### config.mk
export PLATFORM = sky130hd
export DESIGN_NAME = fcw_state_machine
export DESIGN_NICKNAME = d
export VERILOG_FILES = /design/src/fcw_pkg.sv /design/src/fcw_state_machine.sv
export SDC_FILE = /design/constraint.sdc
export NUM_CORES = 1
export LEC_CHECK = 0
export BUFFER_PORTS_ARGS = -buffer_cell sky130_fd_sc_hd__buf_2
export CAP_MARGIN = 20
export CELL_PAD_IN_SITES_DETAIL_PLACEMENT = 0
export CELL_PAD_IN_SITES_GLOBAL_PLACEMENT = 2
export CORE_MARGIN = 5
export CORE_UTILIZATION = 37
export CTS_CLUSTER_DIAMETER = 100
export DETAILED_ROUTE_END_ITERATION = 16
export PLACE_DENSITY = 0.85
export SYNTH_ARGS = -nofsm -noshare
export SYNTH_HDL_FRONTEND = slang
export SYNTH_SLANG_ARGS = --single-unit
### constraint.sdc
create_clock -name i_clk -period 6.9 [get_ports i_clk]
set_input_delay 0.345 -clock i_clk [delete_from_list [all_inputs] [get_ports i_clk]]
set_output_delay 0.345 -clock i_clk [all_outputs]
set_load 0.005 [all_outputs]
### src/fcw_pkg.sv
// Purpose: Shared types and constants for the fieldbus control word state machine
// Assumes: 16-bit control word, drive control cycle marked by a one-cycle tick
// Notes:   Field layout of the control word is fixed by the packed struct below
package fcw_pkg;

   ////////////////////////////////////////////////////////////////////////////
   // Constants

   // Control-place selection value that hands control to the fieldbus
   localparam logic [2:0] FCW_PLACE_FIELDBUS = 3'h3;
   // Sampled control word after reset: every stop active, nothing requested
   localparam logic [15:0] FCW_WORD_RESET = 16'h0000;
   // Watchdog delay setting meaning supervision off
   localparam logic [15:0] FCW_WD_OFF = 16'h0000;
   // Clock period and watchdog time base
   localparam int unsigned FCW_CLK_PERIOD_NS = 8;
   localparam int unsigned FCW_WD_TICK_NS = 1_000_000;
   // Cycles per watchdog millisecond, rounded down
   localparam int unsigned FCW_WD_TICK_CYCLES = FCW_WD_TICK_NS / FCW_CLK_PERIOD_NS;
   // Reset value of the watchdog millisecond counters
   localparam logic [16:0] FCW_CNT_RESET = 17'h0_0000;

   ////////////////////////////////////////////////////////////////////////////
   // Types

   // Stop behaviour chosen by the quick-stop configuration setting
   typedef enum logic [1:0]
   {
      FCW_QS_RAMP,
      FCW_QS_FAST_RAMP,
      FCW_QS_COAST
   } fcw_qs_mode_e;

   // Drive states
   typedef enum logic [3:0]
   {
      FCW_ST_INHIBIT,
      FCW_ST_READY_ON,
      FCW_ST_READY_RUN,
      FCW_ST_RUNNING,
      FCW_ST_STOPPING,
      FCW_ST_QUICK_STOP,
      FCW_ST_JOG,
      FCW_ST_FAULT
   } fcw_state_e;

   // Control word, bit 15 down to bit 0
   typedef struct packed
   {
      logic reserved;
      logic bus_digital_in_four;
      logic bus_digital_in_three;
      logic bus_digital_in_two;
      logic watchdog;
      logic fb_enable;
      logic jog_two;
      logic jog_one;
      logic fault_ack;
      logic setpoint_enable;
      logic ramp_unfreeze;
      logic ramp_enable;
      logic start;
      logic quick_stop_n;
      logic coast_stop_n;
      logic switch_on;
   } fcw_ctrl_word_s;

   // Commands to the motor control path
   typedef struct packed
   {
      logic modulate;
      logic coast;
      logic ramp_stop;
      logic fast_ramp;
      logic ramp_out_zero;
      logic ramp_hold;
      logic setpoint_zero;
      logic jog_one;
      logic jog_two;
   } fcw_drive_cmd_s;

endpackage

### src/fcw_state_machine.sv
// Purpose: Decode the fieldbus control word and run the drive state machine
// Assumes: All inputs synchronous to i_clk; i_cycle_tick marks each control cycle
// Notes:   Word is sampled only on i_cycle_tick; edges are taken against the
//          previous sample, so edge bits must stand for at least one control cycle
//
// Functional notes
// - Switch-on rising edge leaves inhibit to ready-run
// - Switch-on low: ramp stop, then ready-to-switch-on
// - Coast-stop low: coast, enter switch-on inhibit
// - Quick-stop low: configured quick-stop behaviour
// - Run bit starts; low stops by stop function
// - Ramp-release low forces ramp output zero
// - Ramp-release beats freeze beats setpoint enable
// - Ramp-freeze low holds speed, ignores new reference
// - Setpoint-enable low forces reference zero
// - Fault acknowledged only on rising edge
// - Voltage removed by fault: inhibit after acknowledge
// - Each jog bit runs its own jog reference
// - Fieldbus jog needs all ramp bits zero
// - Jog accepted only at zero speed
// - Ramp bits act again after jog reaches zero
// - Jogging needs separate enable input
// - Terminal jog starts without separate run command
// - Jogging blocked while run command present
// - Both jog requests together stop the drive
// - Fieldbus enable acts only with fieldbus place
// - Missing watchdog toggling raises communication fault
// - Fieldbus enable removed while running: coast stop
// - Zero watchdog delay disables supervision
// - Received watchdog bit echoed in status top bit
`timescale 1ns/1ps
`default_nettype none

module fcw_state_machine
   import fcw_pkg::*;
#(
   // Clock cycles per watchdog millisecond; shorten for simulation
   parameter int unsigned P_WD_TICK_CYCLES = FCW_WD_TICK_CYCLES
)
(
   input wire logic i_clk,
   input wire logic i_reset_n,
   input wire logic i_cycle_tick,
   input wire fcw_ctrl_word_s i_fieldbus_control_word,
   input wire logic [2:0] i_control_place_select,
   input wire fcw_qs_mode_e i_quick_stop_mode,
   input wire logic i_stop_coast,
   input wire logic [15:0] i_wd_delay_ms,
   input wire logic i_fault_active,
   input wire logic i_fault_voltage_off,
   input wire logic i_at_zero_speed,
   input wire logic i_aux_jog_enable,
   input wire logic i_io_jog_enable,
   input wire logic i_io_jog_one,
   input wire logic i_io_jog_two,
   input wire logic i_io_run,
   output fcw_drive_cmd_s o_drive_cmd,
   output fcw_state_e o_state,
   output logic o_fault_ack,
   output logic o_comm_fault,
   output logic o_fieldbus_active,
   output logic o_status_wd_echo
);

   ////////////////////////////////////////////////////////////////////////////
   // Declarations
   fcw_ctrl_word_s word_q;         // Word sampled at the last control cycle
   fcw_ctrl_word_s cur;            // Word seen in this cycle
   fcw_state_e state_q, state_d; // Drive state
   fcw_state_e stop_target_q, stop_target_d; // Where a ramp or coast stop settles
   fcw_drive_cmd_s cmd_q, cmd_d; // Registered drive commands
   logic stop_coast_q, stop_coast_d; // Current stop runs by coasting
   logic volt_off_q;               // Fault reaction removed output voltage
   logic jog_mask_q;               // Ramp bits masked until jog has stopped
   logic comm_fault_q;             // Watchdog communication fault, sticky
   logic fault_ack_q;              // One-cycle acknowledge pulse
   logic fb_active;                // Fieldbus owns the control word
   logic fb_place;                 // Control place is the fieldbus
   logic on_rise;                  // Switch-on bit 0 to 1
   logic ack_rise;                 // Fault acknowledge bit 0 to 1
   logic wd_toggle;                // Watchdog bit changed since last sample
   logic fault_now;                // Any fault holding the drive
   logic ramp_bits_zero;           // All three ramp-control bits low
   logic fb_jog_req;               // Fieldbus asks for jogging
   logic io_jog_req;               // Terminals ask for jogging
   logic both_jog;                 // Both jog references requested
   logic run_cmd;                  // Run command from the active place
   logic jog_ok;                   // Jog may be accepted now
   logic [16:0] tick_cnt_q;        // Cycles within one millisecond
   logic [16:0] wd_ms_q;           // Milliseconds since last watchdog toggle
   logic ms_tick;                  // One-cycle millisecond pulse
   logic wd_timeout;               // Watchdog delay exceeded

   ////////////////////////////////////////////////////////////////////////////
   // Sampling and edge detection
   // Sample once per control cycle; edges compare against the last sample
   always_ff @(posedge i_clk or negedge i_reset_n)
   begin
      if (!i_reset_n)
         word_q <= fcw_ctrl_word_s'(FCW_WORD_RESET);
      else if (i_cycle_tick)
         word_q <= i_fieldbus_control_word;
   end

   // Edges exist only in the tick cycle, so a held level never re-fires
   always_comb
   begin
      cur = i_fieldbus_control_word;
      fb_place = (i_control_place_select == FCW_PLACE_FIELDBUS);
      fb_active = fb_place && cur.fb_enable;
      on_rise = i_cycle_tick && cur.switch_on && !word_q.switch_on;
      ack_rise = i_cycle_tick && cur.fault_ack && !word_q.fault_ack;
      wd_toggle = i_cycle_tick && (cur.watchdog != word_q.watchdog);
      fault_now = i_fault_active || comm_fault_q;
   end

   ////////////////////////////////////////////////////////////////////////////
   // Jog qualification
   // Jog requests and acceptance conditions
   always_comb
   begin
      ramp_bits_zero = !cur.ramp_enable && !cur.ramp_unfreeze && !cur.setpoint_enable;
      fb_jog_req = fb_active && (cur.jog_one || cur.jog_two) && ramp_bits_zero;
      // Terminal jog needs its own enable and no run command
      io_jog_req = i_io_jog_enable && (i_io_jog_one || i_io_jog_two);
      both_jog = (fb_active && cur.jog_one && cur.jog_two) || (i_io_jog_one && i_io_jog_two);
      run_cmd = (fb_active && cur.start) || (!fb_place && i_io_run);
      // Fieldbus jog also needs the auxiliary enable
      jog_ok = ((fb_jog_req && i_aux_jog_enable) || io_jog_req)
         && i_at_zero_speed && !run_cmd && !both_jog;
   end

   ////////////////////////////////////////////////////////////////////////////
   // State machine
   // Next state and stop style; fault entry acts in any cycle, the rest once per control cycle
   always_comb
   begin
      state_d = state_q;
      stop_target_d = stop_target_q;
      stop_coast_d = stop_coast_q;
      if (fault_now)
         state_d = FCW_ST_FAULT;
      else if (i_cycle_tick)
      begin
         unique case (state_q)
            FCW_ST_FAULT: state_d = volt_off_q ? FCW_ST_INHIBIT : FCW_ST_READY_ON;
            FCW_ST_INHIBIT:
               // Leave only on a fresh switch-on with no stop bit active
               if (fb_active && on_rise && cur.coast_stop_n && cur.quick_stop_n)
                  state_d = FCW_ST_READY_RUN;
            FCW_ST_READY_ON:
               if (fb_active && !cur.coast_stop_n)
                  state_d = FCW_ST_INHIBIT;
               else if (fb_active && !cur.quick_stop_n)
                  state_d = FCW_ST_INHIBIT;
               else if (io_jog_req && jog_ok)
                  state_d = FCW_ST_JOG;
               else if (fb_active && cur.switch_on)
                  state_d = FCW_ST_READY_RUN;
            FCW_ST_READY_RUN:
               if (fb_active && !cur.coast_stop_n)
                  state_d = FCW_ST_INHIBIT;
               else if (fb_active && !cur.quick_stop_n)
                  state_d = FCW_ST_INHIBIT;
               else if (!fb_active || !cur.switch_on)
                  state_d = FCW_ST_READY_ON;
               else if (jog_ok)
                  state_d = FCW_ST_JOG;
               else if (cur.start)
                  state_d = FCW_ST_RUNNING;
            FCW_ST_RUNNING, FCW_ST_JOG:
               if (fb_place && !cur.fb_enable)
               begin
                  // Losing fieldbus control mid-run coasts
                  state_d = FCW_ST_STOPPING;
                  stop_target_d = FCW_ST_READY_ON;
                  stop_coast_d = 1'b1;
               end
               else if (fb_active && !cur.coast_stop_n)
               begin
                  state_d = FCW_ST_STOPPING;
                  stop_target_d = FCW_ST_INHIBIT;
                  stop_coast_d = 1'b1;
               end
               else if (fb_active && !cur.quick_stop_n)
                  state_d = FCW_ST_QUICK_STOP;
               else if (fb_active && !cur.switch_on)
               begin
                  state_d = FCW_ST_STOPPING;
                  stop_target_d = FCW_ST_READY_ON;
                  stop_coast_d = 1'b0;
               end
               else if (state_q == FCW_ST_RUNNING && !cur.start)
               begin
                  state_d = FCW_ST_STOPPING;
                  stop_target_d = FCW_ST_READY_RUN;
                  stop_coast_d = i_stop_coast;
               end
               else if (state_q == FCW_ST_JOG
                  && (both_jog || run_cmd || !(fb_jog_req || io_jog_req)))
               begin
                  // Jog ends or is blocked: ramp down
                  state_d = FCW_ST_STOPPING;
                  stop_target_d = fb_active ? FCW_ST_READY_RUN : FCW_ST_READY_ON;
                  stop_coast_d = 1'b0;
               end
            FCW_ST_STOPPING:
               if (i_at_zero_speed)
                  state_d = stop_target_q;
            FCW_ST_QUICK_STOP:
               // Emergency stop always ends in inhibit, needing a new switch-on
               if (i_at_zero_speed)
                  state_d = FCW_ST_INHIBIT;
         endcase
      end
   end

   // State registers
   always_ff @(posedge i_clk or negedge i_reset_n)
   begin
      if (!i_reset_n)
      begin
         state_q <= FCW_ST_INHIBIT;
         stop_target_q <= FCW_ST_INHIBIT;
         stop_coast_q <= 1'b0;
      end
      else
      begin
         state_q <= state_d;
         stop_target_q <= stop_target_d;
         stop_coast_q <= stop_coast_d;
      end
   end

   // Remember whether the fault reaction cut the output voltage
   always_ff @(posedge i_clk or negedge i_reset_n)
   begin
      if (!i_reset_n)
         volt_off_q <= 1'b0;
      else if (fault_now)
         volt_off_q <= i_fault_voltage_off || comm_fault_q;
   end

   // Ramp bits stay masked from jog entry until the drive is back at zero
   always_ff @(posedge i_clk or negedge i_reset_n)
   begin
      if (!i_reset_n)
         jog_mask_q <= 1'b0;
      else if (state_q == FCW_ST_JOG)
         jog_mask_q <= 1'b1;
      else if (i_at_zero_speed && state_q != FCW_ST_STOPPING)
         jog_mask_q <= 1'b0;
   end

   ////////////////////////////////////////////////////////////////////////////
   // Drive commands
   // Decode state and ramp bits into the motor control commands
   always_comb
   begin
      cmd_d = '0;
      unique case (state_d)
         FCW_ST_RUNNING:
         begin
            cmd_d.modulate = 1'b1;
            // Fixed priority: release, then freeze, then setpoint
            if (jog_mask_q)
               cmd_d.setpoint_zero = 1'b1;
            else if (!cur.ramp_enable)
               cmd_d.ramp_out_zero = 1'b1;
            else if (!cur.ramp_unfreeze)
               cmd_d.ramp_hold = 1'b1;
            else if (!cur.setpoint_enable)
               cmd_d.setpoint_zero = 1'b1;
         end
         FCW_ST_JOG:
         begin
            cmd_d.modulate = 1'b1;
            cmd_d.jog_one = (fb_active && cur.jog_one) || i_io_jog_one;
            cmd_d.jog_two = (fb_active && cur.jog_two) || i_io_jog_two;
         end
         FCW_ST_STOPPING:
         begin
            // Coasting removes modulation at once; ramping keeps it
            cmd_d.coast = stop_coast_d;
            cmd_d.modulate = !stop_coast_d;
            cmd_d.ramp_stop = !stop_coast_d;
         end
         FCW_ST_QUICK_STOP:
         begin
            cmd_d.coast = (i_quick_stop_mode == FCW_QS_COAST);
            cmd_d.modulate = (i_quick_stop_mode != FCW_QS_COAST);
            cmd_d.ramp_stop = (i_quick_stop_mode == FCW_QS_RAMP);
            cmd_d.fast_ramp = (i_quick_stop_mode == FCW_QS_FAST_RAMP);
         end
         default: cmd_d.coast = 1'b0;
      endcase
   end

   // Commands leave from flip-flops
   always_ff @(posedge i_clk or negedge i_reset_n)
   begin
      if (!i_reset_n)
         cmd_q <= '0;
      else
         cmd_q <= cmd_d;
   end

   // Acknowledge pulse: edge only, a held bit does nothing
   always_ff @(posedge i_clk or negedge i_reset_n)
   begin
      if (!i_reset_n)
         fault_ack_q <= 1'b0;
      else
         fault_ack_q <= fb_active && ack_rise;
   end

   ////////////////////////////////////////////////////////////////////////////
   // Watchdog supervision
   // Free-running millisecond time base
   always_ff @(posedge i_clk or negedge i_reset_n)
   begin
      if (!i_reset_n)
         tick_cnt_q <= FCW_CNT_RESET;
      else if (ms_tick)
         tick_cnt_q <= FCW_CNT_RESET;
      else
         tick_cnt_q <= tick_cnt_q + 17'h0_0001;
   end

   // Millisecond pulse and timeout against the configured delay
   assign ms_tick = (tick_cnt_q >= 17'(P_WD_TICK_CYCLES - 1));
   assign wd_timeout = fb_active && (i_wd_delay_ms != FCW_WD_OFF)
      && (wd_ms_q >= {1'b0, i_wd_delay_ms});

   // Milliseconds since the watchdog bit last changed; idle when off
   always_ff @(posedge i_clk or negedge i_reset_n)
   begin
      if (!i_reset_n)
         wd_ms_q <= FCW_CNT_RESET;
      else if (wd_toggle || !fb_active || i_wd_delay_ms == FCW_WD_OFF)
         wd_ms_q <= FCW_CNT_RESET;
      else if (ms_tick && !wd_timeout)
         wd_ms_q <= wd_ms_q + 17'h0_0001;
   end

   // Sticky fault; a timeout in the acknowledge cycle wins over the clear
   always_ff @(posedge i_clk or negedge i_reset_n)
   begin
      if (!i_reset_n)
         comm_fault_q <= 1'b0;
      else if (wd_timeout)
         comm_fault_q <= 1'b1;
      else if (fb_active && ack_rise)
         comm_fault_q <= 1'b0;
   end

   ////////////////////////////////////////////////////////////////////////////
   // Outputs
   assign o_drive_cmd = cmd_q;
   assign o_state = state_q;
   assign o_fault_ack = fault_ack_q;
   assign o_comm_fault = comm_fault_q;
   assign o_fieldbus_active = fb_active;
   assign o_status_wd_echo = word_q.watchdog;

endmodule
`default_nettype wire
==> impl_results.md, run 1 <==
* Sequential fraction of the synthesis area at 0.381
* Setup bufs post-CTS at 0
* Largest family of logic cells by synthesized area: simple AND/OR/NAND/NOR gates
* Die ar. at 12200 um^2
* Clock Tree Root: clkbuf_8
* Worst hold path type: primary input to async pin
* Synth async-reset ratio at 1.00
* Fmax at 0.337 GHz
* Cells after Synth at 408
* RePlAce Congestion at 0.901
* Finished Layout Cells at 605
* Post-cts gate resize count at 0
* Worst R2R Setup Slack at 3.94 ns
* Residual DRC at 0
* Distinct cells, synth at 73
* Most frequent cells after synthesis: dfrtp_1 (57), nor2_1 (36), inv_1 (31), nand2_1 (29), a21oi_1 (24)
* Critical Path Start Type: flip-flop
* Inst Count DP at 589
* Worst clock skew at 0.0123 ns
* Ports at 66
* Remaining Overflow, GRT at 0
* Worst-path clk slew at 0.07 ns
* Filler cell count at 1019
* CP Max Fanout at 23
* Mean Syn Cell Area at 9.18 um^2
* Synth Net Count at 475
* Synth Area in XOR/XNOR at 0.0421
* Maxcap violations at 0
* Avg WL per Cell at 15.8 um
* Layout area overhead at 17.0%
* Primary FF master, synth: dfrtp_1
* # hold bufs at CTS at 0
* Max H-tree Level at 3
* WL final at 9550 um
* Path depth of the worst reg2reg path at 8
* Port bufs at 61
* Tot Pwr at 0.844 mW
* Final Util at 0.446
* Slew margin rel. at 0.384
* FP Rows at 36
* Leakage at 2.01 nW
* Starting density of the core at 0.381
* Synth top area share at 0.381
* Critical path's slowest cell: or4_1
* Pre-CTS setup slack at 3.94 ns
* Synthesized-area fraction occupied by adder cells at 0.0601
* Largest cells by area after synthesis: dfrtp_1 (38%), ha_1 (6.0%), nor2_1 (3.6%), a21oi_1 (3.2%), inv_1 (3.1%)
* Reg2reg start: tick_cnt_q[0]$_DFF_PN0_
* Initial drt markers at 181
* Top-count cell post-synth: dfrtp_1
* RSZ-0062 raised after global routing: false
* Setup violators final at 0
* Required @ worst endpoint at 7.15 ns
* Via count at 3299
* Num Clock Sinks at 57
* Worst-Margin Slew at 0.922 ns
* Total global-route track usage at 0.159
* Ys Warns at 0
* Antenna Nets Post-Route at 0
* CTS tree: done
* Pre-antenna DRT Iters at 4
* Num CTS Buffers at 9
* Origin of the worst setup path: tick_cnt_q[0]$_DFF_PN0_
* Layout Nets at 534
* Ant. Diodes at 0
* DPL Wire Length at 7180 um
* Hold Slack at 0.150 ns
* First-pass GRT wire length at 16200 um
* Final Cycle Share at 0.430
* Crit-path cells: ha_1, nand4_1, a31oi_1, o21ai_1, a21oi_4, o211ai_2, or4_1, a21oi_1
* Ratio of cells with drive above 1 in the final layout at 0.231
* Fin crit period at 2.96 ns
* Largest net degree at the start of global routing at 58
* Peak VDD IR at 0.0986 mV
* Worst-case clock buffer depth at 2
* Design area at 4380 um^2
* CP Capture Point: wd_ms_q[5]$_DFFE_PN0P_
* Post-placement cell area at 4150 um^2
* Die span in y at 111 um
* Outcome: finished, final reports clean
* Yosys reg bits at 57
* Vias/cell at 5.45
* Synth area leader: dfrtp_1
* Setup CP Type: flip-flop to flip-flop
* Clock Latency Late Sink at 0.34 ns
* CP arrival at 3.21 ns
* Setup_tns at 0 ns
* Post-synthesis simple-gate area fraction at 0.248
* Die extent in x at 111 um
* Worst setup margin at 3.94 ns
* Pwr Density at 193 nW/um^2
* EDFF count, synth at 0
* Initial antenna violation count at 0
* Critical path's largest stage delay at 0.65 ns
* CP Capture Type: flip-flop
* Fin. Hold Viols at 0
* Final Slew Violations at 0
* Vias in the first global route at 3311
* Post-synthesis mux area share at 0.0174
* Worst R2R End: wd_ms_q[5]$_DFFE_PN0P_
* Synth Area in Compound Gates at 0.200
* Cell Area, Synth at 3740 um^2
* Core area at 9820 um^2
[cell usage in the layout, fill, tap and decap left out, types with 3 or more instances in the layout]
cell type / instances
or2_2: 3
buf_2: 61
nor2_1: 36
a31oi_1: 5
mux2_2: 4
a21o_1: 9
a31o_2: 4
nand3_1: 10
nand2_1: 29
nand2b_1: 4
nor3_1: 10
inv_1: 31
nor4_1: 5
or3_1: 3
ha_1: 18
o21ai_0: 12
clkbuf_8: 11
a21oi_1: 24
xor2_1: 12
nand4_1: 16
or4_1: 11
o31ai_1: 8
dfrtp_1: 57
xnor2_1: 6
nor2b_1: 7
nand3b_1: 4
o211ai_1: 4
and3_1: 4
[cells by family (layout without fill, tap and decap cells)]
kind of cell    count (synthesis)  count (layout)
xor+xnor                       18              18
mux                             6               6
compound gates                100             100
buf+inv                        46             110
fa+ha+maj                      18              18
flops                          57              57
simple gates                  163             163
[power by group]
group / internal [mW] / switching (mW)
logic: 0.0538 / 0.0704
registers: 0.347 / 0.0168
clock network: 0.222 / 0.135
[area by class of cell]
class                   count  area, um^2  area share
clock inverters             5        77.6      0.0177
well taps                 133         166      0.0380
inverters                  32         120      0.0274
repair buffers             62         313      0.0714
multi-input cells         305        2130       0.485
flip-flops and latches     57        1430       0.326
clock buffers              11         151      0.0346
[routing by layer]
layer | GRT usage | wire (um)
met1 | 0.205 | 4440
met2 | 0.255 | 4510
met3 | 0.0367 | 377
met4 | 0.0649 | 220
met5 | 0 | 0
[worst min path at each step]
stage | from | depth (start not counted) | to | slack [ns]
after detailed placement | word_q[7]$_DFFE_PN0P_ | 1 | o_fault_ack$_DFF_PN0_ | 0.46
after CTS | i_reset_n | 2 | o_fault_ack$_DFF_PN0_ | 0.17
after global placement | word_q[7]$_DFFE_PN0P_ | 1 | o_fault_ack$_DFF_PN0_ | 0.44
final | i_reset_n | 2 | volt_off_q$_DFFE_PN0P_ | 0.15
after global routing | i_quick_stop_mode[1] | 2 | o_drive_cmd[5]$_DFF_PN0_ | 0.19
after floorplan | i_reset_n | 0 | jog_mask_q$_DFFE_PN0P_ | 0.05
[critical path, delay by kind of cell (launching register included)]
family,cells,cell delay [ns]
AO/OA/AOI/OAI,5,1.48
adder cells (fa/ha/maj),1,0.25
flip-flops,1,0.39
AND/OR/NAND/NOR,2,0.76
[state kept, by name (all words and copies together) (netlist names)]
register          count
stop_target_q         2
volt_off_q            1
o_fault_ack           1
o_status_wd_echo      1
stop_coast_q          1
wd_ms_q              17
o_comm_fault          1
tick_cnt_q           17
o_state               4
o_drive_cmd           9
jog_mask_q            1
word_q                2
Power figures use the tool's default switching activity.
==> inputs of run 2 (changes only) <==
--- a/config.mk
+++ b/config.mk
@@ -10,10 +10,10 @@
 export CELL_PAD_IN_SITES_DETAIL_PLACEMENT = 0
 export CELL_PAD_IN_SITES_GLOBAL_PLACEMENT = 2
 export CORE_MARGIN = 5
-export CORE_UTILIZATION = 37
+export CORE_UTILIZATION = 31
 export CTS_CLUSTER_DIAMETER = 100
 export DETAILED_ROUTE_END_ITERATION = 16
-export PLACE_DENSITY = 0.85
+export PLACE_DENSITY = 0.76
 export SYNTH_ARGS = -nofsm -noshare
 export SYNTH_HDL_FRONTEND = slang
 export SYNTH_SLANG_ARGS = --single-unit
==> constraint.sdc (replaced) <==
create_clock -name i_clk -period 2.45 [get_ports i_clk]
set_input_delay 0.1225 -clock i_clk [delete_from_list [all_inputs] [get_ports i_clk]]
set_output_delay 0.1225 -clock i_clk [all_outputs]
set_load 0.005 [all_outputs]
==> run 2 against run 1 <==
Sequential power increased to 2.8 times the previous value. Fmax rose by 23%. Via count is 5.1% higher. Cell count up 8.6%. Flip-flop and latch count did not move. Wire length up 8.8%. Largest cell class unchanged. Design area up 11%. Register-to-register slack lost 3.9 ns.
==> impl_results.md, run 2 (synthesis gave the netlist of run 1 again) <==
* Avg WL per Cell at 15.8 um (+0.15%)
* Required @ worst endpoint at 2.70 ns (-4.45 ns)
* Ant. Diodes at 0 (unchanged)
* Num Clock Sinks at 57 (unchanged)
* Switching share of power at 0.248 (-0.0156)
* Die extent in x at 120 um (+8.4%)
* Filler cell count at 1218 (+20%)
* Starting density of the core at 0.314 (-0.0670)
* Die span in y at 120 um (+8.4%)
* Hold Slack at 0.0250 ns (-0.125 ns)
* Ratio of cells with drive above 1 in the final layout at 0.300 (+0.0691)
* Comb pwr share at 0.150 (+0.003)
* Ports at 66 (unchanged)
* GR Util met1 at 0.182 (-0.0233)
* CTS tree: done
* Port bufs at 61 (unchanged)
* Pwr Density at 555 nW/um^2 (+190%)
* CP Max Fanout at 8 (-65%)
* Worst hold path type: primary input to flip-flop
* Layout Nets at 572 (+7.1%)
* Worst-path clk slew at 0.05 ns (-0.02 ns)
* WL final at 10400 um (+8.8%)
* First-pass GRT wire length at 17000 um (+4.8%)
* Setup bufs post-CTS at 0 (unchanged)
* Met3 Use GR at 0.0250 (-0.0117)
* Tot Pwr at 2.69 mW (+220%)
* Num CTS Buffers at 9 (unchanged)
* Slew margin rel. at 0.497 (+0.113)
* Die ar. at 14400 um^2 (+18%)
* CP arrival at 2.66 ns (-0.55 ns)
* Worst clock skew at 0.00446 ns (-0.00786 ns)
* Vias/cell at 5.28 (-3.2%)
* Max H-tree Level at 3 (unchanged)
* FP Rows at 40 (+11%)
* RSZ-0062 raised after global routing: true
* Initial antenna violation count at 0 (unchanged)
* Largest net degree at the start of global routing at 58 (unchanged)
* Pre-CTS setup slack at -0.0442 ns (-3.98 ns)
* Final Cycle Share at 0.983 (+0.553)
* Cell Int Power at 2.02 mW (+230%)
* Layout area overhead at 29.3%
* Residual DRC at 0 (unchanged)
* Maxcap violations at 0 (unchanged)
* Final Slew Violations at 0 (unchanged)
* GRT busiest layer: met2
* Outcome: finished, final reports clean
* Critical Path Start Type: flip-flop
* Met2 Usage GRT at 0.245 (-0.00968)
* Clock Tree Root: clkbuf_16
* Worst-Margin Slew at 0.755 ns (-0.167 ns)
* Worst setup margin at 0.0417 ns (-3.89 ns)
* CP Capture Type: flip-flop
* Clk pwr share at 0.475 (+0.053)
* Fmax at 0.415 GHz (+23%)
* Most frequent cells in the layout: buf_2 (62), dfrtp_1 (57), nor2_1 (36), buf_4 (32), inv_1 (31)
* Setup violators final at 0 (unchanged)
* Total global-route track usage at 0.147 (-0.0117)
* Fin. Hold Viols at 0 (unchanged)
* Leakage at 2.23 nW (+11%)
* Worst-case clock buffer depth at 2 (unchanged)
* Clock Latency Late Sink at 0.32 ns (-0.02 ns)
* RePlAce Congestion at 0.896 (-0.62%)
* Pre-antenna DRT Iters at 5 (+1)
* Most common cell after layout, fill and taps aside: buf_2
* DPL Wire Length at 7900 um (+10%)
* Via count at 3467 (+5.1%)
* Antenna Nets Post-Route at 0 (unchanged)
* Fin crit period at 2.41 ns (-0.556 ns)
* Setup CP Type: flip-flop to flip-flop
* Vias in the first global route at 3427 (+3.5%)
* Core area at 11900 um^2 (+21%)
* Sw power at 0.666 mW (+200%)
* Initial drt markers at 194 (+7.2%)
* Remaining Overflow, GRT at 0 (unchanged)
* Peak VDD IR at 0.255 mV (+160%)
* Sequential power share at 0.375 (-0.055)
[run 2: repair_timing]
| action | 4_1_cts | 5_1_grt |
|---|---|---|
| pin swaps | 0 | 14 |
| hold buffers | 4 | 0 |
| endpoints found under the hold margin | 60 | 0 |
| endpoints found under the setup margin | 7 | 15 |
| cloned | 0 | 1 |
| gates resized for setup | 1 | 14 |
[run 2: final timing paths]
check,startpoint,end,slack [ns],depth (start not counted)
max,wd_ms_q[6]$_DFFE_PN0P_,wd_ms_q[7]$_DFFE_PN0P_,0.04,9
min in group asynchronous,i_reset_n,tick_cnt_q[9]$_DFF_PN0_,0.49,3
min reg2reg,word_q[7]$_DFFE_PN0P_,o_fault_ack$_DFF_PN0_,0.45,1
max reg2reg,wd_ms_q[6]$_DFFE_PN0P_,wd_ms_q[7]$_DFFE_PN0P_,0.04,9
max in group asynchronous,i_reset_n,o_state[3]$_DFF_PN0_,1.46,3
min,i_fault_voltage_off,volt_off_q$_DFFE_PN0P_,0.03,3
[run 2: area by class of cell]
class | instances | area (um^2) | share of cell area
multi-input combinational | 305 | 2190 | 0.452
sequential | 57 | 1430 | 0.295
timing repair buffer | 100 | 613 | 0.127
clock buffer | 14 | 274 | 0.0566
tap | 147 | 184 | 0.0380
inverter | 32 | 120 | 0.0248
clock inverter | 2 | 35.0 | 0.00724
[run 2: power by group through the flow]
stage          Sequential (mW)  Clock (mW)  Combinational, mW
6_report                  1.01        1.28              0.403
5_1_grt                   1.01        1.36              0.449
4_1_cts                   1.01        1.32              0.404
3_5_place_dp              1.02           0              0.396
3_3_place_gp              1.02           0              0.394
2_1_floorplan             1.02           0              0.225
[run 2: per-layer routing]
layer  part of all wire  vias up
met3              0.036       19
met4              0.026        0
met2               0.50       72
li1                   -     1702
met5                  0        -
met1               0.44     1674
[run 2: per-stage QoR]
stage,cells,TNS (ns),utilization,cell area (um^2)
2_1_floorplan,408,0,-,3740
3_3_place_gp,636,0,0.371,4420
3_5_place_dp,636,-0.157,0.371,4420
4_1_cts,656,0,0.401,4770
5_1_grt,657,-0.443,0.407,4840
6_report,657,0,0.407,4840
[run 2: critical path, stage by stage (launching register included)]
cell and delay [ns]:
dfrtp_1 0.40, ha_4 0.25, a21o_1 0.15, a21o_1 0.15, a21o_1 0.17, o2111ai_2 0.25, o211ai_2 0.17, buf_6 0.17
or4_4 0.51, a21oi_2 0.12
